<file path="src/core/sdc_pkg.sv">
// Purpose: shared types and constants for the two-bank command and state logic
// Assumes: one clock, synchronous active-high reset
// Notes: cycle counts are plain defaults, no timing figures are fixed for this block
package sdc_pkg;

  localparam int unsigned SDC_ADDR_W = 12;
  localparam int unsigned SDC_COL_W = 8;
  localparam int unsigned SDC_DATA_W = 16;
  localparam int unsigned SDC_CNT_W = 9;
  localparam int unsigned SDC_BANK_BIT = 11;
  localparam int unsigned SDC_CLOSE_BIT = 10;
  localparam int unsigned SDC_NUM_BANKS = 2;

  // Default cycle counts, chosen freely
  localparam int unsigned SDC_BURST_LEN = 4;
  localparam int unsigned SDC_WREC_CYC = 2;
  localparam int unsigned SDC_PRE_CYC = 3;
  localparam int unsigned SDC_REF_CYC = 8;
  localparam int unsigned SDC_RENEW_PERIOD = 64;

  localparam logic [SDC_ADDR_W-1:0] SDC_SETUP_RST = 12'h000;

  typedef struct packed {
    logic chip_pick_n;
    logic row_strobe_n;
    logic column_strobe_n;
    logic write_strobe_n;
  } sdc_strobes_type;

  typedef struct packed {
    logic high_lane_gate;
    logic low_lane_gate;
  } sdc_lanes_type;

  typedef enum logic [7:0] {
    SDC_CMD_NONE = 8'h01,
    SDC_CMD_HALT = 8'h02,
    SDC_CMD_READ = 8'h04,
    SDC_CMD_STORE = 8'h08,
    SDC_CMD_OPEN = 8'h10,
    SDC_CMD_CLOSE = 8'h20,
    SDC_CMD_REFRESH = 8'h40,
    SDC_CMD_SETUP = 8'h80
  } sdc_cmd_type;

  typedef enum logic [7:0] {
    SDC_BK_IDLE = 8'h01,
    SDC_BK_ACTIVE = 8'h02,
    SDC_BK_READ = 8'h04,
    SDC_BK_WRITE = 8'h08,
    SDC_BK_READ_AC = 8'h10,
    SDC_BK_WRITE_AC = 8'h20,
    SDC_BK_WREC = 8'h40,
    SDC_BK_CLOSING = 8'h80
  } sdc_bank_state_type;

  typedef enum logic [3:0] {
    SDC_MD_RUN = 4'h1,
    SDC_MD_FREEZE = 4'h2,
    SDC_MD_SLEEP = 4'h4,
    SDC_MD_RENEW = 4'h8
  } sdc_mode_type;

endpackage

</file>
<file path="src/core/sdc_bank_fsm.sv">
// Purpose: state machine of one bank, burst column and burst counter
// Assumes: command already decoded and qualified by the clock gate
// Notes: hold_i freezes every register of the bank except illegal_q, which clears
module sdc_bank_fsm
  import sdc_pkg::*;
#(
  parameter int unsigned BURST_LEN = SDC_BURST_LEN,
  parameter int unsigned WREC_CYC = SDC_WREC_CYC,
  parameter int unsigned PRE_CYC = SDC_PRE_CYC
) (
  // Clock and reset
  input wire logic clk_sys_i,
  input wire logic rst_i,
  // Command
  input wire logic hold_i,
  input sdc_pkg::sdc_cmd_type cmd_i,
  input wire logic hit_i,
  input wire logic autoclose_i,
  input wire logic [sdc_pkg::SDC_COL_W-1:0] col_i,
  // State
  output sdc_pkg::sdc_bank_state_type state_o,
  output logic [sdc_pkg::SDC_COL_W-1:0] col_o,
  output logic illegal_o
);
  import sdc_pkg::*;

  initial begin
    if (BURST_LEN < 1 || BURST_LEN >= (1 << SDC_CNT_W) || WREC_CYC < 1 || PRE_CYC < 1 ||
        WREC_CYC >= (1 << SDC_CNT_W) || PRE_CYC >= (1 << SDC_CNT_W)) begin
      $error("sdc_bank_fsm: counts out of range");
    end
  end

  localparam logic [SDC_CNT_W-1:0] BURST_LAST = SDC_CNT_W'(BURST_LEN - 1);
  localparam logic [SDC_CNT_W-1:0] WREC_LAST = SDC_CNT_W'(WREC_CYC - 1);
  localparam logic [SDC_CNT_W-1:0] PRE_LAST = SDC_CNT_W'(PRE_CYC - 1);
  localparam logic [SDC_CNT_W-1:0] CNT_ZERO = '0;

  sdc_bank_state_type state_q, state_d;
  logic [SDC_CNT_W-1:0] cnt_q, cnt_d;
  logic [SDC_COL_W-1:0] col_q, col_d;
  logic close_after_q, close_after_d;
  logic illegal_d, illegal_q;
  logic done;
  logic rd_hit, wr_hit, cl_hit;

  assign done = (cnt_q == CNT_ZERO);
  assign rd_hit = (cmd_i == SDC_CMD_READ) && hit_i;
  assign wr_hit = (cmd_i == SDC_CMD_STORE) && hit_i;
  assign cl_hit = (cmd_i == SDC_CMD_CLOSE) && hit_i;

  always_comb begin
    state_d = state_q;
    cnt_d = done ? cnt_q : cnt_q - 1'b1;
    col_d = col_q;
    close_after_d = close_after_q;
    illegal_d = 1'b0;
    if (rd_hit || wr_hit) begin
      // New burst at the supplied column, autoclose chosen per command
      cnt_d = BURST_LAST;
      col_d = col_i;
      close_after_d = autoclose_i;
    end else if (state_q inside {SDC_BK_READ, SDC_BK_WRITE, SDC_BK_READ_AC,
                                 SDC_BK_WRITE_AC}) begin
      col_d = col_q + 1'b1;
    end
    unique case (state_q)
      SDC_BK_IDLE: begin
        // Only a row open changes state here; close is a no-op
        if ((cmd_i == SDC_CMD_OPEN) && hit_i) state_d = SDC_BK_ACTIVE;
        if ((rd_hit || wr_hit)) illegal_d = 1'b1;
      end
      SDC_BK_ACTIVE: begin
        if (rd_hit) state_d = autoclose_i ? SDC_BK_READ_AC : SDC_BK_READ;
        else if (wr_hit) state_d = autoclose_i ? SDC_BK_WRITE_AC : SDC_BK_WRITE;
        else if (cl_hit) begin
          state_d = SDC_BK_CLOSING;
          cnt_d = PRE_LAST;
        end else if (hit_i && (cmd_i inside {SDC_CMD_OPEN, SDC_CMD_REFRESH,
                                              SDC_CMD_SETUP})) illegal_d = 1'b1;
      end
      SDC_BK_READ, SDC_BK_WRITE, SDC_BK_WREC: begin
        if (rd_hit) state_d = autoclose_i ? SDC_BK_READ_AC : SDC_BK_READ;
        else if (wr_hit) state_d = autoclose_i ? SDC_BK_WRITE_AC : SDC_BK_WRITE;
        else if (cl_hit) begin
          state_d = SDC_BK_CLOSING;
          cnt_d = PRE_LAST;
        end else if ((cmd_i == SDC_CMD_HALT) && (state_q != SDC_BK_WREC)) begin
          state_d = SDC_BK_ACTIVE;
        end else if (done) begin
          if (state_q == SDC_BK_READ) state_d = SDC_BK_ACTIVE;
          else if (state_q == SDC_BK_WRITE) begin
            state_d = SDC_BK_WREC;
            cnt_d = WREC_LAST;
          end else if (close_after_q) begin
            state_d = SDC_BK_CLOSING;
            cnt_d = PRE_LAST;
          end else state_d = SDC_BK_ACTIVE;
        end
        if (hit_i && (cmd_i inside {SDC_CMD_OPEN, SDC_CMD_REFRESH,
                                    SDC_CMD_SETUP})) illegal_d = 1'b1;
      end
      SDC_BK_READ_AC, SDC_BK_WRITE_AC: begin
        // Controller stays quiet until the close; a halt or any command to this bank is flagged
        if (!(cmd_i inside {SDC_CMD_NONE}) && (hit_i || cmd_i == SDC_CMD_HALT)) begin
          illegal_d = 1'b1;
          state_d = state_q;
          cnt_d = done ? cnt_q : cnt_q - 1'b1;
          col_d = col_q + 1'b1;
          close_after_d = close_after_q;
        end
        if (done) begin
          if (state_q == SDC_BK_READ_AC) begin
            state_d = SDC_BK_CLOSING;
            cnt_d = PRE_LAST;
          end else begin
            state_d = SDC_BK_WREC;
            cnt_d = WREC_LAST;
          end
        end
      end
      SDC_BK_CLOSING: begin
        if (done) state_d = SDC_BK_IDLE;
        if (rd_hit || wr_hit) begin
          illegal_d = 1'b1;
          cnt_d = done ? cnt_q : cnt_q - 1'b1;
          col_d = col_q;
        end
      end
      default: state_d = SDC_BK_IDLE;
    endcase
  end

  always_ff @(posedge clk_sys_i) begin
    if (rst_i) begin
      state_q <= SDC_BK_IDLE;
      cnt_q <= CNT_ZERO;
      col_q <= '0;
      close_after_q <= 1'b0;
      illegal_q <= 1'b0;
    end else if (!hold_i) begin
      state_q <= state_d;
      cnt_q <= cnt_d;
      col_q <= col_d;
      close_after_q <= close_after_d;
      illegal_q <= illegal_d;
    end else begin
      illegal_q <= 1'b0;
    end
  end

  assign state_o = state_q;
  assign col_o = col_q;
  assign illegal_o = illegal_q;
endmodule

</file>
<file path="src/core/sdc_core.sv">
// Purpose: command decode, clock-gate modes and byte-lane gating of a two-bank DRAM
// Assumes: all pins except array_rd_data_i sampled on clk_sys_i rising edges after a two-stage synchroniser
// Notes: read data latency is not modelled; lanes follow the burst cycle directly
//
// Behaviour
// High lane gate high blocks upper byte writes and floats upper outputs.
// Low lane gate high blocks lower byte writes; gate low enables the byte.
// Lane gates honoured only when clock gate was high last cycle, lanes independent.
// Clock gate falling while a bank is active enters freeze, whatever the command.
// Clock gate rising ends freeze, ignoring all other inputs.
// Idle: nop/halt may sleep, reads/writes illegal, open, refresh, setup accepted.
// Read burst with nop runs to completion, then row active.
// Burst halt during read cuts the burst, bank back to row active.
// New read during read restarts burst at the new column.
// Write during read aborts the read and starts a write burst.
// Row close during read ends it, then closes the addressed bank or banks.
// Write burst with nop finishes, then enters write recovery.
// Burst halt during write stops data intake, bank back to row active.
// Read during write aborts it and starts a read at the new column.
// New write during write restarts at the new column.
// Row close during write ends it, then closes the chosen bank or banks.
// Read with autoclose continues on nop and closes the row when done.
// Autoclose line high closes the picked bank after the burst.
// Refresh with clock gate falling from idle enters autonomous renew.
// Sleep ends when clock gate rises with unselected or no-op command.
// Row active: read/write start bursts, close begins closing, others illegal; a halt here is ignored and not flagged.
// Controller never opens, refreshes or loads setup during a burst.
// Commands decoded on rising edges from strobes and clock gate history.
module sdc_core
  import sdc_pkg::*;
#(
  parameter int unsigned BURST_LEN = SDC_BURST_LEN,
  parameter int unsigned REF_CYC = SDC_REF_CYC,
  parameter int unsigned RENEW_PERIOD = SDC_RENEW_PERIOD
) (
  // Clock and reset
  input wire logic clk_sys_i,
  input wire logic rst_i,
  // Command pins
  input sdc_pkg::sdc_strobes_type strobes_i,
  input wire logic clock_gate_in_i,
  input wire logic [sdc_pkg::SDC_ADDR_W-1:0] addr_i,
  // Data pins
  input sdc_pkg::sdc_lanes_type lanes_i,
  input wire logic [sdc_pkg::SDC_DATA_W-1:0] dq_in_i,
  input wire logic [sdc_pkg::SDC_DATA_W-1:0] array_rd_data_i,
  output logic [sdc_pkg::SDC_DATA_W-1:0] dq_out_o,
  output logic [1:0] dq_oe_o,
  // Array side
  output logic [1:0] array_wr_lane_o,
  output logic [sdc_pkg::SDC_DATA_W-1:0] array_wr_data_o,
  output logic [sdc_pkg::SDC_COL_W-1:0] array_col_o,
  output logic array_bank_o,
  // Status
  output sdc_pkg::sdc_mode_type mode_o,
  output sdc_pkg::sdc_bank_state_type bank0_state_o,
  output sdc_pkg::sdc_bank_state_type bank1_state_o,
  output logic [sdc_pkg::SDC_ADDR_W-1:0] setup_word_o,
  output logic renew_pulse_o,
  output logic illegal_o
);
  import sdc_pkg::*;

  initial begin
    if (REF_CYC < 1 || REF_CYC >= (1 << SDC_CNT_W) || RENEW_PERIOD < 1 ||
        RENEW_PERIOD >= (1 << SDC_CNT_W)) begin
      $error("sdc_core: counts out of range");
    end
  end

  localparam logic [SDC_CNT_W-1:0] REF_LAST = SDC_CNT_W'(REF_CYC - 1);
  localparam logic [SDC_CNT_W-1:0] RENEW_LAST = SDC_CNT_W'(RENEW_PERIOD - 1);
  localparam logic [SDC_CNT_W-1:0] CNT_ZERO = '0;

  // Two-stage synchronisers, first stage read only by the second
  sdc_strobes_type strobes_m_q, strobes_q;
  sdc_lanes_type lanes_m_q, lanes_q;
  logic cke_m_q, cke_q, cke_prev_q;
  logic [SDC_ADDR_W-1:0] addr_m_q, addr_q;
  logic [SDC_DATA_W-1:0] dq_m_q, dq_q;

  always_ff @(posedge clk_sys_i) begin
    if (rst_i) begin
      strobes_m_q <= '1;
      strobes_q <= '1;
      lanes_m_q <= '1;
      lanes_q <= '1;
      cke_m_q <= 1'b0;
      cke_q <= 1'b0;
      cke_prev_q <= 1'b0;
      addr_m_q <= '0;
      addr_q <= '0;
      dq_m_q <= '0;
      dq_q <= '0;
    end else begin
      strobes_m_q <= strobes_i;
      strobes_q <= strobes_m_q;
      lanes_m_q <= lanes_i;
      lanes_q <= lanes_m_q;
      cke_m_q <= clock_gate_in_i;
      cke_q <= cke_m_q;
      cke_prev_q <= cke_q;
      addr_m_q <= addr_i;
      addr_q <= addr_m_q;
      dq_m_q <= dq_in_i;
      dq_q <= dq_m_q;
    end
  end

  // Command decode from the four strobes
  sdc_cmd_type pin_cmd;
  always_comb begin
    pin_cmd = SDC_CMD_NONE;
    if (!strobes_q.chip_pick_n) begin
      unique case ({strobes_q.row_strobe_n, strobes_q.column_strobe_n,
                    strobes_q.write_strobe_n})
        3'h7: pin_cmd = SDC_CMD_NONE;
        3'h6: pin_cmd = SDC_CMD_HALT;
        3'h5: pin_cmd = SDC_CMD_READ;
        3'h4: pin_cmd = SDC_CMD_STORE;
        3'h3: pin_cmd = SDC_CMD_OPEN;
        3'h2: pin_cmd = SDC_CMD_CLOSE;
        3'h1: pin_cmd = SDC_CMD_REFRESH;
        3'h0: pin_cmd = SDC_CMD_SETUP;
      endcase
    end
  end

  sdc_mode_type mode_q;
  sdc_bank_state_type bank_state [SDC_NUM_BANKS];
  logic [SDC_COL_W-1:0] bank_col [SDC_NUM_BANKS];
  logic [SDC_NUM_BANKS-1:0] bank_illegal;
  logic [SDC_CNT_W-1:0] ref_cnt_q, renew_cnt_q;
  logic all_idle, cke_fall, cke_rise, run_cmd, hold;
  sdc_cmd_type cmd;

  always_comb begin
    all_idle = 1'b1;
    for (int b = 0; b < SDC_NUM_BANKS; b++) begin
      if (bank_state[b] != SDC_BK_IDLE) all_idle = 1'b0;
    end
  end

  assign cke_fall = cke_prev_q && !cke_q;
  assign cke_rise = !cke_prev_q && cke_q;
  // Commands act only in run mode with the gate high last cycle and now
  assign run_cmd = (mode_q == SDC_MD_RUN) && cke_prev_q && cke_q && (ref_cnt_q == CNT_ZERO);
  assign cmd = run_cmd ? pin_cmd : SDC_CMD_NONE;
  assign hold = (mode_q != SDC_MD_RUN) || cke_fall;

  // Clock-gate modes
  always_ff @(posedge clk_sys_i) begin
    if (rst_i) begin
      mode_q <= SDC_MD_RUN;
    end else begin
      unique case (mode_q)
        SDC_MD_RUN: begin
          if (cke_fall) begin
            if (!all_idle) mode_q <= SDC_MD_FREEZE;
            else if (pin_cmd == SDC_CMD_REFRESH) mode_q <= SDC_MD_RENEW;
            else mode_q <= SDC_MD_SLEEP;
          end
        end
        SDC_MD_FREEZE: if (cke_rise) mode_q <= SDC_MD_RUN;
        SDC_MD_RENEW: if (cke_rise) mode_q <= SDC_MD_RUN;
        SDC_MD_SLEEP: begin
          // Rise with any other command keeps the device asleep
          if (cke_rise && (pin_cmd == SDC_CMD_NONE)) mode_q <= SDC_MD_RUN;
        end
        default: mode_q <= SDC_MD_RUN;
      endcase
    end
  end

  // Autonomous renew tick while the gate stays low
  always_ff @(posedge clk_sys_i) begin
    if (rst_i) begin
      renew_cnt_q <= CNT_ZERO;
      renew_pulse_o <= 1'b0;
    end else if (mode_q == SDC_MD_RENEW) begin
      renew_pulse_o <= (renew_cnt_q == CNT_ZERO);
      renew_cnt_q <= (renew_cnt_q == CNT_ZERO) ? RENEW_LAST : renew_cnt_q - 1'b1;
    end else begin
      renew_cnt_q <= CNT_ZERO;
      renew_pulse_o <= 1'b0;
    end
  end

  // Refresh and setup word, accepted only with both banks idle
  always_ff @(posedge clk_sys_i) begin
    if (rst_i) begin
      ref_cnt_q <= CNT_ZERO;
      setup_word_o <= SDC_SETUP_RST;
    end else begin
      if (ref_cnt_q != CNT_ZERO) ref_cnt_q <= ref_cnt_q - 1'b1;
      else if ((cmd == SDC_CMD_REFRESH) && all_idle) ref_cnt_q <= REF_LAST;
      if ((cmd == SDC_CMD_SETUP) && all_idle) setup_word_o <= addr_q;
    end
  end

  // Bank machines; a close with autoclose line high hits both banks
  for (genvar b = 0; b < SDC_NUM_BANKS; b++) begin : g_bank
    logic pick;
    assign pick = (addr_q[SDC_BANK_BIT] == 1'(b)) ||
                  ((cmd == SDC_CMD_CLOSE) && addr_q[SDC_CLOSE_BIT]);
    sdc_bank_fsm #(
      .BURST_LEN(BURST_LEN),
      .WREC_CYC(SDC_WREC_CYC),
      .PRE_CYC(SDC_PRE_CYC)
    ) u_bank (
      .clk_sys_i(clk_sys_i),
      .rst_i(rst_i),
      .hold_i(hold),
      .cmd_i(cmd),
      .hit_i(pick),
      .autoclose_i(addr_q[SDC_CLOSE_BIT]),
      .col_i(addr_q[SDC_COL_W-1:0]),
      .state_o(bank_state[b]),
      .col_o(bank_col[b]),
      .illegal_o(bank_illegal[b])
    );
  end

  // Lane gates held from the last cycle with the clock gate high
  sdc_lanes_type gate_q;
  always_ff @(posedge clk_sys_i) begin
    if (rst_i) gate_q <= '1;
    else if (cke_prev_q) gate_q <= lanes_q;
  end

  sdc_lanes_type gate_now;
  assign gate_now = cke_prev_q ? lanes_q : gate_q;

  logic bursting_rd, bursting_wr, burst_bank;
  always_comb begin
    bursting_rd = 1'b0;
    bursting_wr = 1'b0;
    burst_bank = 1'b0;
    for (int b = 0; b < SDC_NUM_BANKS; b++) begin
      if (bank_state[b] inside {SDC_BK_READ, SDC_BK_READ_AC}) begin
        bursting_rd = 1'b1;
        burst_bank = 1'(b);
      end
      if (bank_state[b] inside {SDC_BK_WRITE, SDC_BK_WRITE_AC}) begin
        bursting_wr = 1'b1;
        burst_bank = 1'(b);
      end
    end
  end

  // Data path; a frozen device writes nothing, but read output enables are not gated by hold
  always_ff @(posedge clk_sys_i) begin
    if (rst_i) begin
      array_wr_lane_o <= 2'h0;
      dq_oe_o <= 2'h0;
      array_wr_data_o <= '0;
      dq_out_o <= '0;
      array_col_o <= '0;
      array_bank_o <= 1'b0;
    end else begin
      array_wr_lane_o[1] <= bursting_wr && !hold && !gate_now.high_lane_gate;
      array_wr_lane_o[0] <= bursting_wr && !hold && !gate_now.low_lane_gate;
      dq_oe_o[1] <= bursting_rd && !gate_now.high_lane_gate;
      dq_oe_o[0] <= bursting_rd && !gate_now.low_lane_gate;
      array_wr_data_o <= dq_q;
      dq_out_o <= array_rd_data_i;
      array_col_o <= bank_col[burst_bank];
      array_bank_o <= burst_bank;
    end
  end

  // Status outputs
  always_ff @(posedge clk_sys_i) begin
    if (rst_i) begin
      mode_o <= SDC_MD_RUN;
      bank0_state_o <= SDC_BK_IDLE;
      bank1_state_o <= SDC_BK_IDLE;
      illegal_o <= 1'b0;
    end else begin
      mode_o <= mode_q;
      bank0_state_o <= bank_state[0];
      bank1_state_o <= bank_state[1];
      // Read or write to an idle device counts as illegal too
      illegal_o <= |bank_illegal;
    end
  end
endmodule

</file>
<file path="config.mk">
export PLATFORM = sky130hd
export DESIGN_NAME = sdc_core
export DESIGN_NICKNAME = d
export VERILOG_FILES = /design/src/core/sdc_pkg.sv /design/src/core/sdc_bank_fsm.sv /design/src/core/sdc_core.sv
export SDC_FILE = /design/constraint.sdc
export NUM_CORES = 1
export LEC_CHECK = 0
export ABC_CLOCK_PERIOD_IN_PS = 6750
export BUFFER_PORTS_ARGS = -buffer_cell sky130_fd_sc_hd__buf_2
export CAP_MARGIN = 20
export CELL_PAD_IN_SITES_DETAIL_PLACEMENT = 1
export CELL_PAD_IN_SITES_GLOBAL_PLACEMENT = 1
export CORE_MARGIN = 2
export CORE_UTILIZATION = 47
export CTS_CLUSTER_DIAMETER = 60
export DETAILED_ROUTE_END_ITERATION = 12
export GPL_TIMING_DRIVEN = 0
export PLACE_DENSITY = 0.8
export SLEW_MARGIN = 30
export SYNTH_ARGS = -nofsm -noshare
export SYNTH_HDL_FRONTEND = slang
export SYNTH_SLANG_ARGS = --single-unit
</file>
<file path="constraint.sdc">
create_clock -name clk_sys_i -period 6.75 [get_ports clk_sys_i]
set_clock_uncertainty 0.05 [all_clocks]
set_input_delay 0.675 -clock clk_sys_i [delete_from_list [all_inputs] [get_ports clk_sys_i]]
set_output_delay 0.675 -clock clk_sys_i [all_outputs]
set_load 0.05 [all_outputs]
</file>
Word level (Yosys, flattened, before mapping)
Memory sizes are Yosys's and may differ from the RTL's. A register that Yosys moved wholly into a read port is not among the register bits.
Cells that the tools add are included.
{ "totals": {"latchBits": 0, "mem_bits_rw": 0, "regBits": 225, "romBits": 64, "elab_cells": 304, "memories": 1} }
{ "op_classes": {"n_div": 0, "n_addsub": 6, "mux": 124, "n_reduce_logical": 72, "order_cmp": 1, "bitwise": 4, "n_shift": 0, "multipliers": 0, "eq_ne": 52} }
{ "memory_table": {"columns": ["name", "words", "width", "read_ports", "rd_ports_with_merged_regs", "wr", "line_no", "source"], "rows": [
  ["(no name shown)", 8, 8, 1, 1, 0, "sdc_core.sv:115", "unique case ({strobes_q.row_strobe_n, strobes_q.column_strobe_n,"]
]} }
{ "ops": {"columns": ["cell", "n"], "rows": [
  ["8-bit two-way mux", 43],
  ["9-bit two-way mux", 34],
  ["8-bit one-hot mux with 5 select lines", 2],
  ["9-bit one-hot mux with 4 select lines", 2],
  ["9-bit logical NOT", 4],
  ["9-bit by 1-bit subtractor with 9-bit output (second input constant)", 4],
  ["8-bit by 1-bit equality test with 1-bit output (second input constant)", 4],
  ["8-bit by 7-bit equality test with 1-bit output (second input constant)", 4],
  ["8-bit one-hot mux with 2 select lines", 2],
  ["1-bit logical AND", 28],
  ["1-bit two-way mux", 26],
  ["8-bit by 2-bit equality test with 1-bit output (second input constant)", 3],
  ["8-bit by 3-bit equality test with 1-bit output (second input constant)", 3],
  ["8-bit by 4-bit equality test with 1-bit output (second input constant)", 3],
  ["8-bit by 5-bit equality test with 1-bit output (second input constant)", 3],
  ["8-bit by 6-bit equality test with 1-bit output (second input constant)", 3],
  ["8-bit equality test (second input constant)", 3],
  ["4-bit two-way mux", 5],
  ["8-bit by 1-bit adder with 8-bit output (second input constant)", 2],
  ["8-bit by 1-bit inequality test with 1-bit output (second input constant)", 2],
  ["8-bit by 7-bit inequality test with 1-bit output (second input constant)", 2],
  ["2-bit OR reduction", 8],
  ["2-bit by 1-bit inequality test with 1-bit output (second input constant)", 7],
  ["6-bit two-way mux", 2],
  ["25 further kinds", 60]
]} }

Logic depth before layout (Yosys ltp)
Gate-level depths: netlist of run 1.
{ "depth": {"word_depth": 20, "mapped_depth": 11, "mapped_depth_nobuf": 9} }

Hierarchy
Synthesis of run 1 repeated with hierarchy kept, for this count alone.
{ "hier_totals": {"cells_unflattened": 1115, "area_unflattened_um2": 10137.2} }
{ "modules_own_cells": {"columns": ["module", "area_per_inst_um2", "seq_area_each_um2", "instances", "cells_each"], "rows": [
  ["sdc_core", 5781.8, 3583.4, 1, 542],
  ["sdc_bank_fsm at g_bank[0].u_bank", 2210.9, 540.5, 1, 283],
  ["sdc_bank_fsm at g_bank[1].u_bank", 2144.6, 540.5, 1, 290]
]} }

Worst setup path before layout of run 1
Ideal clock, no wire load.
{ "synth_path": {"path_kind": "register to register", "from": "reg ref_cnt_q[0]", "to": "reg g_bank[1].u_bank.cnt_q[4]", "arrival_time_ns": 2.338, "stages_incl_launch_ff": 10, "setup_ns": 0.117, "setup_slack_ns": 4.245, "cell_sequence": "dfxtp_1 -> inv_1 -> ha_1 -> nor4b_2 -> nand4_4 -> or3_4 -> o21ai_2 -> o211ai_2 -> o21a_1 -> a32o_1"} }
{ "synth_between": {"elab_chain_cells": 18, "elab_cells_between_ends": 34} }
{ "synth_lines": {"columns": ["element", "line_no", "source"], "rows": [
  ["from (decl)", "sdc_core.sv:133", "logic [SDC_CNT_W-1:0] ref_cnt_q, renew_cnt_q;"],
  ["from (signal assigned)", "sdc_core.sv:195", "if (ref_cnt_q != CNT_ZERO) ref_cnt_q <= ref_cnt_q - 1'b1;"],
  ["9-bit logical NOT (*)", "sdc_core.sv:147", "assign run_cmd = (mode_q == SDC_MD_RUN) && cke_prev_q && cke_q && (ref_cnt_q == CNT_ZERO);"],
  ["1-bit logical AND (*)", "sdc_core.sv:147", null],
  ["8-bit two-way mux (*)", "sdc_core.sv:148", "assign cmd = run_cmd ? pin_cmd : SDC_CMD_NONE;"],
  ["8-bit by 6-bit equality test with 1-bit output", "sdc_bank_fsm.sv:50, sdc_core.sv:205", null],
  ["1-bit logical AND", "sdc_core.sv:205", "((cmd == SDC_CMD_CLOSE) && addr_q[SDC_CLOSE_BIT]);"],
  ["1-bit logical OR", "sdc_core.sv:204", "assign pick = (addr_q[SDC_BANK_BIT] == 1'(b)) ||"],
  ["1-bit logical AND, on equally long branches", "sdc_bank_fsm.sv:48, sdc_bank_fsm.sv:49", null],
  ["1-bit logical OR", "sdc_bank_fsm.sv:58, sdc_bank_fsm.sv:124", null],
  ["(+2 left out)", null, null],
  ["9-bit two-way mux", "sdc_bank_fsm.sv:92", "else if (state_q == SDC_BK_WRITE) begin"],
  ["9-bit two-way mux", "sdc_bank_fsm.sv:91", "if (state_q == SDC_BK_READ) state_d = SDC_BK_ACTIVE;"],
  ["9-bit two-way mux", "sdc_bank_fsm.sv:90", "end else if (done) begin"],
  ["9-bit two-way mux", "sdc_bank_fsm.sv:88", "end else if ((cmd_i == SDC_CMD_HALT) && (state_q != SDC_BK_WREC)) begin"],
  ["9-bit two-way mux", "sdc_bank_fsm.sv:85", "else if (cl_hit) begin"],
  ["9-bit two-way mux", "sdc_bank_fsm.sv:84", "else if (wr_hit) state_d = autoclose_i ? SDC_BK_WRITE_AC : SDC_BK_WRITE;"],
  ["9-bit two-way mux", "sdc_bank_fsm.sv:83", "if (rd_hit) state_d = autoclose_i ? SDC_BK_READ_AC : SDC_BK_READ;"],
  ["9-bit one-hot mux with 4 select lines (*)", "sdc_bank_fsm.sv:67", "unique case (state_q)"],
  ["to (signal assigned)", "sdc_bank_fsm.sv:143", "cnt_q <= cnt_d;"],
  ["to (decl)", "sdc_bank_fsm.sv:40", "logic [SDC_CNT_W-1:0] cnt_q, cnt_d;"]
]} }
Mark *: on every way between the ends. The rest lies on a longest branch, timed or not.
A chain may end at the register's enable or synchronous reset.

Final worst setup path of run 1
{ "layout_path": {"from": "reg ref_cnt_q[0]", "to": "reg g_bank[0].u_bank.col_q[0]"} }
{ "layout_between": {"elab_chain_cells": 11, "elab_cells_between_ends": 22} }
{ "layout_lines": {"columns": ["element", "line_no", "source"], "rows": [
  ["9-bit logical NOT (*)", "sdc_core.sv:147", null],
  ["1-bit logical AND (*)", "sdc_core.sv:147", null],
  ["8-bit two-way mux (*)", "sdc_core.sv:148", null],
  ["8-bit by 6-bit equality test with 1-bit output", "sdc_core.sv:205", null],
  ["1-bit logical AND", "sdc_core.sv:205", null],
  ["1-bit logical OR", "sdc_core.sv:204", null],
  ["1-bit logical AND, on equally long branches", "sdc_bank_fsm.sv:48, sdc_bank_fsm.sv:49", null],
  ["1-bit logical OR", "sdc_bank_fsm.sv:58, sdc_bank_fsm.sv:124", null],
  ["8-bit two-way mux", "sdc_bank_fsm.sv:58", "if (rd_hit || wr_hit) begin"],
  ["8-bit two-way mux, on equally long branches", "sdc_bank_fsm.sv:124, sdc_bank_fsm.sv:105", null],
  ["8-bit one-hot mux with 2 select lines", "sdc_bank_fsm.sv:67", null],
  ["to (signal assigned)", "sdc_bank_fsm.sv:144", "col_q <= col_d;"],
  ["to (decl)", "sdc_bank_fsm.sv:41", "logic [SDC_COL_W-1:0] col_q, col_d;"]
]} }
Mark *: on every way between the ends. The rest lies on a longest branch, timed or not. The select of a mux whose other input is x is not followed.

==> run metrics, run 1 <==
Synth Warn #=0; height of the die=148 microns; post-layout minimum cycle time=approximately 3200 ps; average detailed-routed wire length per instance=19.5 microns; number of synthesized register bits=233; number of synthesized flops with an enable pin=0; dominant synthesized flop cell=sky130_fd_sc_hd__dfxtp_1; utilization of the core after routing=0.571; top library cells by usage in the layout, fill and taps aside=sky130_fd_sc_hd__dfxtp_1, sky130_fd_sc_hd__buf_2, sky130_fd_sc_hd__nor2b_1; fraction of final layout cells with drive strength greater than 1=0.192; pin count of the biggest net entering global routing=15; number of antenna violations at the first check in global routing=0; number of placed instances, taps included=1452; Initial Util=0.479; static leakage=4.59 nW; die area=around 22000 sq um; buffers inserted during post-CTS setup optimization=0; final non-filler cell area=11600 sq um; wire length reported by the detailed router=29.2 mm; number of DRC markers in iteration 0=471; clock-pin transition on the worst setup and hold timing paths=about 60 ps; Inserted Diodes=0; gp weighted congestion=0.935; width of the chip=148 microns; total grt overflow=0; share of cell area taken by muxes after synthesis=0.00723; maximum fanout along the worst path=10; Hold Violations, Final=0; CTS buffer count=26; total global-route track usage=0.266; Tightest Hold Check Type=in -> reg; final net count=1270; area after detailed placement=10700 sq um; clock insertion delay at the later pin of the skew report=roughly 550 ps; worst path arrival time=3570 ps; adder-cell area share of the yosys netlist=0.00904; slew at the pin with the worst max-slew slack=894 ps; final clock period utilization by the worst path=0.472; type of origin of the critical path=flip-flop; number of port buffers=130; placed wire-length estimate=20.6 mm; detailed-route via count=8467; Bufs on Longest Clock Path=3; Area contributors post-synth=sky130_fd_sc_hd__dfxtp_1, sky130_fd_sc_hd__nor2b_1, sky130_fd_sc_hd__a21oi_1, sky130_fd_sc_hd__nand2_1, sky130_fd_sc_hd__nor2_1; CTS tree=built; Critical Path End Type=flip-flop; worst setup path class=reg -> reg; CP required=7130 ps; Setup violations, final=0; global-route wire length before repair=46.7 mm; mean cell area of the mapped netlist=9.21 sq um; area growth from synthesis to final layout=19.3%; Synth Area in Compound Gates=0.171; drt drc=0; total number of H-tree levels=1; maximum clock frequency=314 MHz; highest ir drop seen on vdd=roughly 0.00022 V; max-cap violation count=0; number of standard cells after synthesis=1052; Post-Syn Nets=around 1100; count of hold-fix buffers inserted at cts=0; unrepaired setup endpoints after global routing=no; Yosys top cell by area=sky130_fd_sc_hd__dfxtp_1; drt first pass iters=5; post-synthesis simple-gate area fraction=0.278; row count=52; Detail Route Antenna Nets=0; leading cell type in the layout, fill and taps excluded=sky130_fd_sc_hd__dfxtp_1; top-area cell type share of the netlist area=0.481; total clock sinks=233; fraction of synthesized cell area in xor and xnor cells=0.0208; Netlist Area Pre-Place=9690 sq um; FFs w/ async S/R, synth=0; total I/O pin count=132; post-route non-filler standard cell count=1497; Clk Tree Root Cell=sky130_fd_sc_hd__clkbuf_16; share of the yosys chip area belonging to registers=0.481; internal reg-to-reg setup slack=3560 ps; Fin Setup TNS=0 ps; status=completed; combinational family with the most area after synthesis=simple AND/OR/NAND/NOR gates; total power density per cell area=362 nW/um^2; post-CTS resize count=0; vias in the first global route=just under 9000; relative slew slack=0.399; distinct cell type count of the synthesized netlist=86; filler instances=2360; max-slew violations=0; ratio of routed vias to standard cells=5.66; core area=20200 sq um
[stage by stage]
stage | worst slack (ps) | power [mW] | hold slack (ps)
3_3_place_gp | 3610 | 2.73 | 345
5_1_grt | 3330 | 4.40 | 258
2_1_floorplan | 4240 | 2.46 | 339
6_report | 3560 | 4.19 | 262
3_5_place_dp | 3660 | 2.76 | 347
4_1_cts | 3620 | 4.20 | 247
[kinds of logic after synthesis]
| kind of cell | count (synthesis) |
|---|---|
| simple gates | 474 |
| compound gates | 232 |
| buf+inv | 76 |
| xor+xnor | 23 |
| flops | 233 |
| fa+ha+maj | 7 |
| mux | 7 |
[layer usage]
layer,GRT usage,vias up,share of wire
li1,-,4068,-
met1,0.330,4059,0.42
met2,0.453,272,0.48
met3,0.0580,68,0.064
met4,0.102,0,0.038
met5,0,-,0
[worst max-delay path, cell delays in order (launching register included)]
cell                        delay, ps
sky130_fd_sc_hd__dfxtp_1          320
sky130_fd_sc_hd__inv_1            130
sky130_fd_sc_hd__ha_1             180
sky130_fd_sc_hd__nor4b_2          530
sky130_fd_sc_hd__nand4_4          270
sky130_fd_sc_hd__a211oi_1         610
sky130_fd_sc_hd__o21a_1           260
sky130_fd_sc_hd__buf_2            210
sky130_fd_sc_hd__buf_4            210
sky130_fd_sc_hd__nor3_1            70
sky130_fd_sc_hd__a21oi_1          150
sky130_fd_sc_hd__o2bb2ai_1         80
[Yosys cell counts, types with 9 or more instances]
| master | count |
|---|---|
| sky130_fd_sc_hd__nor2_1 | 78 |
| sky130_fd_sc_hd__o31ai_1 | 10 |
| sky130_fd_sc_hd__a21oi_1 | 70 |
| sky130_fd_sc_hd__nand3_1 | 35 |
| sky130_fd_sc_hd__dfxtp_1 | 233 |
| sky130_fd_sc_hd__nand2_1 | 83 |
| sky130_fd_sc_hd__a31oi_1 | 16 |
| sky130_fd_sc_hd__buf_2 | 10 |
| sky130_fd_sc_hd__inv_1 | 21 |
| sky130_fd_sc_hd__xor2_1 | 14 |
| sky130_fd_sc_hd__a211oi_1 | 9 |
| sky130_fd_sc_hd__and3_1 | 18 |
| sky130_fd_sc_hd__o2bb2ai_1 | 15 |
| sky130_fd_sc_hd__or2_2 | 15 |
| sky130_fd_sc_hd__o21ai_0 | 28 |
| sky130_fd_sc_hd__or3_1 | 9 |
| sky130_fd_sc_hd__nor3_1 | 38 |
| sky130_fd_sc_hd__xnor2_1 | 9 |
| sky130_fd_sc_hd__clkbuf_1 | 38 |
| sky130_fd_sc_hd__nor2b_1 | 112 |
| sky130_fd_sc_hd__nand4b_1 | 11 |
[sequential cells by signal, summed over array words and instances (netlist names), 8 cells and up, named ones only]
register and cells:
g_bank.u_bank.cnt_q 18, array_wr_data_o 16, renew_cnt_q 9, setup_word_o 12, addr_m_q 12, ref_cnt_q 9, g_bank.u_bank.col_o 16, bank0_state_o 8
dq_out_o 16, array_col_o 8, dq_m_q 16, bank1_state_o 8, addr_q 12, g_bank.u_bank.state_o 16, dq_q 16
[worst paths after layout]
| check | start | to | cells past startpoint |
|---|---|---|---|
| max | ref_cnt_q[0] | g_bank[0].u_bank.col_o[0] | 11 |
| min | strobes_i[1] | strobes_m_q[1] | 2 |
| max reg2reg | ref_cnt_q[0] | g_bank[0].u_bank.col_o[0] | 11 |
| min reg2reg | lanes_m_q[0] | lanes_q[0] | 1 |
[cell type report]
type	count	area, sq um	area share
clock inverter	13	188	0.0162
inverter	21	78.8	0.00682
timing repair buffer	130	651	0.0563
buffer	55	240	0.0208
tap	270	338	0.0292
clock buffer	32	683	0.0591
sequential	233	4660	0.404
multi-input combinational	743	4710	0.408
[report_power, final]
| group | leakage, nW | internal (mW) | switching (mW) |
|---|---|---|---|
| sequential | 1.91 | 1.49 | 0.105 |
| combinational | 2.27 | 0.415 | 0.745 |
| clock | 0.418 | 0.843 | 0.591 |
Power figures use the tool's default switching activity.
==> run 2, diff against run 1 <==
- ABC_CLOCK_PERIOD_IN_PS: 6750 -> 3300
- CORE_UTILIZATION: 47 -> 44
- PLACE_DENSITY: 0.8 -> 0.76
- clock period: 6.75 -> 3.3 ns (I/O delays scaled with it)
==> run 2 against run 1 <==
Largest cell class unchanged; core utilization fell by 1.7 points; critical endpoint is now g_bank[1].u_bank.state_o[0]; final area is 4.0% higher; the flow now finishes with violations (hold timing); register-to-register slack got worse by 3400 ps; global-route usage fell by 0.30 points; die area rose by 6.6%; power grew 110%; clock-buffer cell count increased by 2; setup slack worse by 3400 ps; routed wire length grew 6.5%; critical path depth fell by 3; sequential share of layout area is 1.6 points lower.
==> run metrics, run 2 (same netlist as run 1, synthesis figures left out) <==
leading cell type in the layout, fill and taps excluded=sky130_fd_sc_hd__dfxtp_1; Tightest Hold Check Type=in -> reg; clock-pin transition on the worst setup and hold timing paths=60 ps (about the same); crit path cell chain=clkbuf_1, inv_1, ha_1, nor3b_1, nand3_1, a31oi_1, o2111ai_4, a211o_1; highest ir drop seen on vdd=0.000500 V (+130%); crit-path leading delay family=compound AO/OA/AOI/OAI gates; total clock sinks=233 (unchanged); Buf+Inv Stages, Crit Path=2 (-1); Initial Util=0.447 (-0.0321); launch point of the worst reg-to-reg path=g_bank[1].u_bank.cnt_q[0]; clock insertion delay at the later pin of the skew report=530 ps (-20 ps); worst path arrival time=3480 ps (-90 ps); Detail Route Antenna Nets=0 (unchanged); Setup violations, final=0 (unchanged); die area=23200 sq um (+6.6%); CTS buffer count=25 (-3.8%); drt first pass iters=5 (unchanged); Inserted Diodes=0 (unchanged); startpoint of the tightest hold check path=addr_i[2]; CTS tree=built; detailed-route via count=8661 (+2.3%); width of the chip=152 microns (+3.3%); Slowest Stage Delay on Critical Path=560 ps (-50 ps); status=finished, violations left; fraction of final layout cells with drive strength greater than 1=0.187 (-0.00572); height of the die=152 microns (+3.3%); vias in the first global route=9178 (+4.8%); final net count=1313 (+3.4%); max-slew violations=0 (unchanged); max-cap violation count=0 (unchanged); maximum fanout along the worst path=10 (unchanged); final non-filler cell area=12000 sq um (+4.0%); reg2reg path depth=8 (-3); worst setup path class=reg -> reg; number of flip-flops in the largest register=18 (unchanged); total power density per cell area=725 nW/um^2 (+100%); Fin Setup TNS=0 ps (unchanged); core area=21700 sq um (+7.2%); number of port buffers=130 (unchanged); CP required=3670 ps (-3460 ps); unrepaired setup endpoints after global routing=no; number of antenna violations at the first check in global routing=0 (unchanged); Critical Path End Type=flip-flop; area growth from synthesis to final layout=24.1%; global-route wire length before repair=49.6 mm (+6.2%); Worst Hold Depth=2 (unchanged); gp weighted congestion=0.923 (-1.3%); Hold Violations, Final=1 (+1); slew at the pin with the worst max-slew slack=939 ps (+45.7 ps); terminating pin of the worst hold path=addr_m_q[2]; Bufs on Longest Clock Path=3 (unchanged); overall power consumption=8.71 mW (+110%); average detailed-routed wire length per instance=20.1 microns (+2.8%); static leakage=4.79 nW (+4.4%); post-layout minimum cycle time=3110 ps (-71.3 ps); drt drc=0 (unchanged); worst r2r dst=g_bank[1].u_bank.state_o[0]; wire length reported by the detailed router=31.1 mm (+6.5%); total number of H-tree levels=1 (unchanged); area after detailed placement=10700 sq um (+0.12%); Post-Place Setup Slack=211 ps (-3450 ps); relative slew slack=0.369 (-0.0307); total I/O pin count=132 (unchanged); pin count of the biggest net entering global routing=14 (-1); final clock period utilization by the worst path=0.944 (+0.472); violated checks=hold timing; row count=54 (+3.8%); Hold Slack=-1.00 ps (-263 ps); ratio of routed vias to standard cells=5.59 (-1.2%); final worst setup slack=185 ps (-3380 ps); placed wire-length estimate=20.6 mm (about the same); maximum clock frequency=321 MHz (+2.3%); number of DRC markers in iteration 0=431 (-8.5%); total global-route track usage=0.263 (-0.00296); type of origin of the critical path=flip-flop; top library cells by usage in the layout, fill and taps aside=sky130_fd_sc_hd__dfxtp_1, sky130_fd_sc_hd__buf_2, sky130_fd_sc_hd__nor2b_1; total grt overflow=0 (unchanged); Top reg by flops=g_bank.u_bank.cnt_q; Slowest-stage cell, CP=sky130_fd_sc_hd__nor3b_1; buffers inserted during post-CTS setup optimization=0 (unchanged); Clk Tree Root Cell=sky130_fd_sc_hd__clkbuf_16; internal reg-to-reg setup slack=190 ps (-3380 ps)
==> run 2: changes by cell type in the layout (fill, tap and decap cells not counted), sizes merged <==
cell | previous run | this run
bufinv | 3 | 4
clkbuf | 72 | 74
clkinv | 7 | 4
clkinvlp | 2 | 0
dlygate4sd3 | 0 | 44
inv | 22 | 23
==> run 2: what timing repair did <==
| item | CTS | global route |
|---|---|---|
| endpoints found under the hold margin | 43 | 1 |
| resized for setup | 0 | 2 |
| hold buffers | 43 | 1 |
| endpoints found under the setup margin | 0 | 10 |
==> run 2: power breakdown <==
part           switching, mW  internal, mW
sequential             0.224          3.05
combinational           1.56         0.893
clock                   1.17          1.82
total                   2.96          5.76
==> run 2: worst max-delay path by stage <==
stage,start,end,slack [ps],cells past startpoint
floorplan,ref_cnt_q[0],g_bank[1].u_bank.cnt_q[4],790,9
global placement,ref_cnt_q[0],g_bank[0].u_bank.col_o[0],190,11
detailed placement,ref_cnt_q[0],g_bank[0].u_bank.col_o[0],210,11
CTS,ref_cnt_q[0],g_bank[0].u_bank.col_o[0],170,11
global route,g_bank[1].u_bank.cnt_q[0],g_bank[1].u_bank.cnt_q[4],50,11
finish,g_bank[1].u_bank.cnt_q[0],g_bank[1].u_bank.state_o[0],190,8
==> run 2: final cells by class <==
class / instances / area, sq um
repair buffers: 174 / 1090
fillers: 2513 / 9670
clock inverters: 10 / 161
inverters: 21 / 78.8
clock buffers: 34 / 709
plain buffers: 55 / 240
well taps: 280 / 350
flip-flops and latches: 233 / 4660
multi-input cells: 743 / 4730
==> run 2: routing by layer <==
layer,track usage,share of wire
met1,0.314,0.41
met2,0.487,0.51
met3,0.0518,0.056
met4,0.0601,0.021
met5,0,0
==> run 2: stage by stage <==
step	util	instances
finish	0.554	1550
global route	0.554	1550
CTS	0.553	1549
detailed placement	0.493	1462
global placement	0.493	1462
floorplan	-	1052
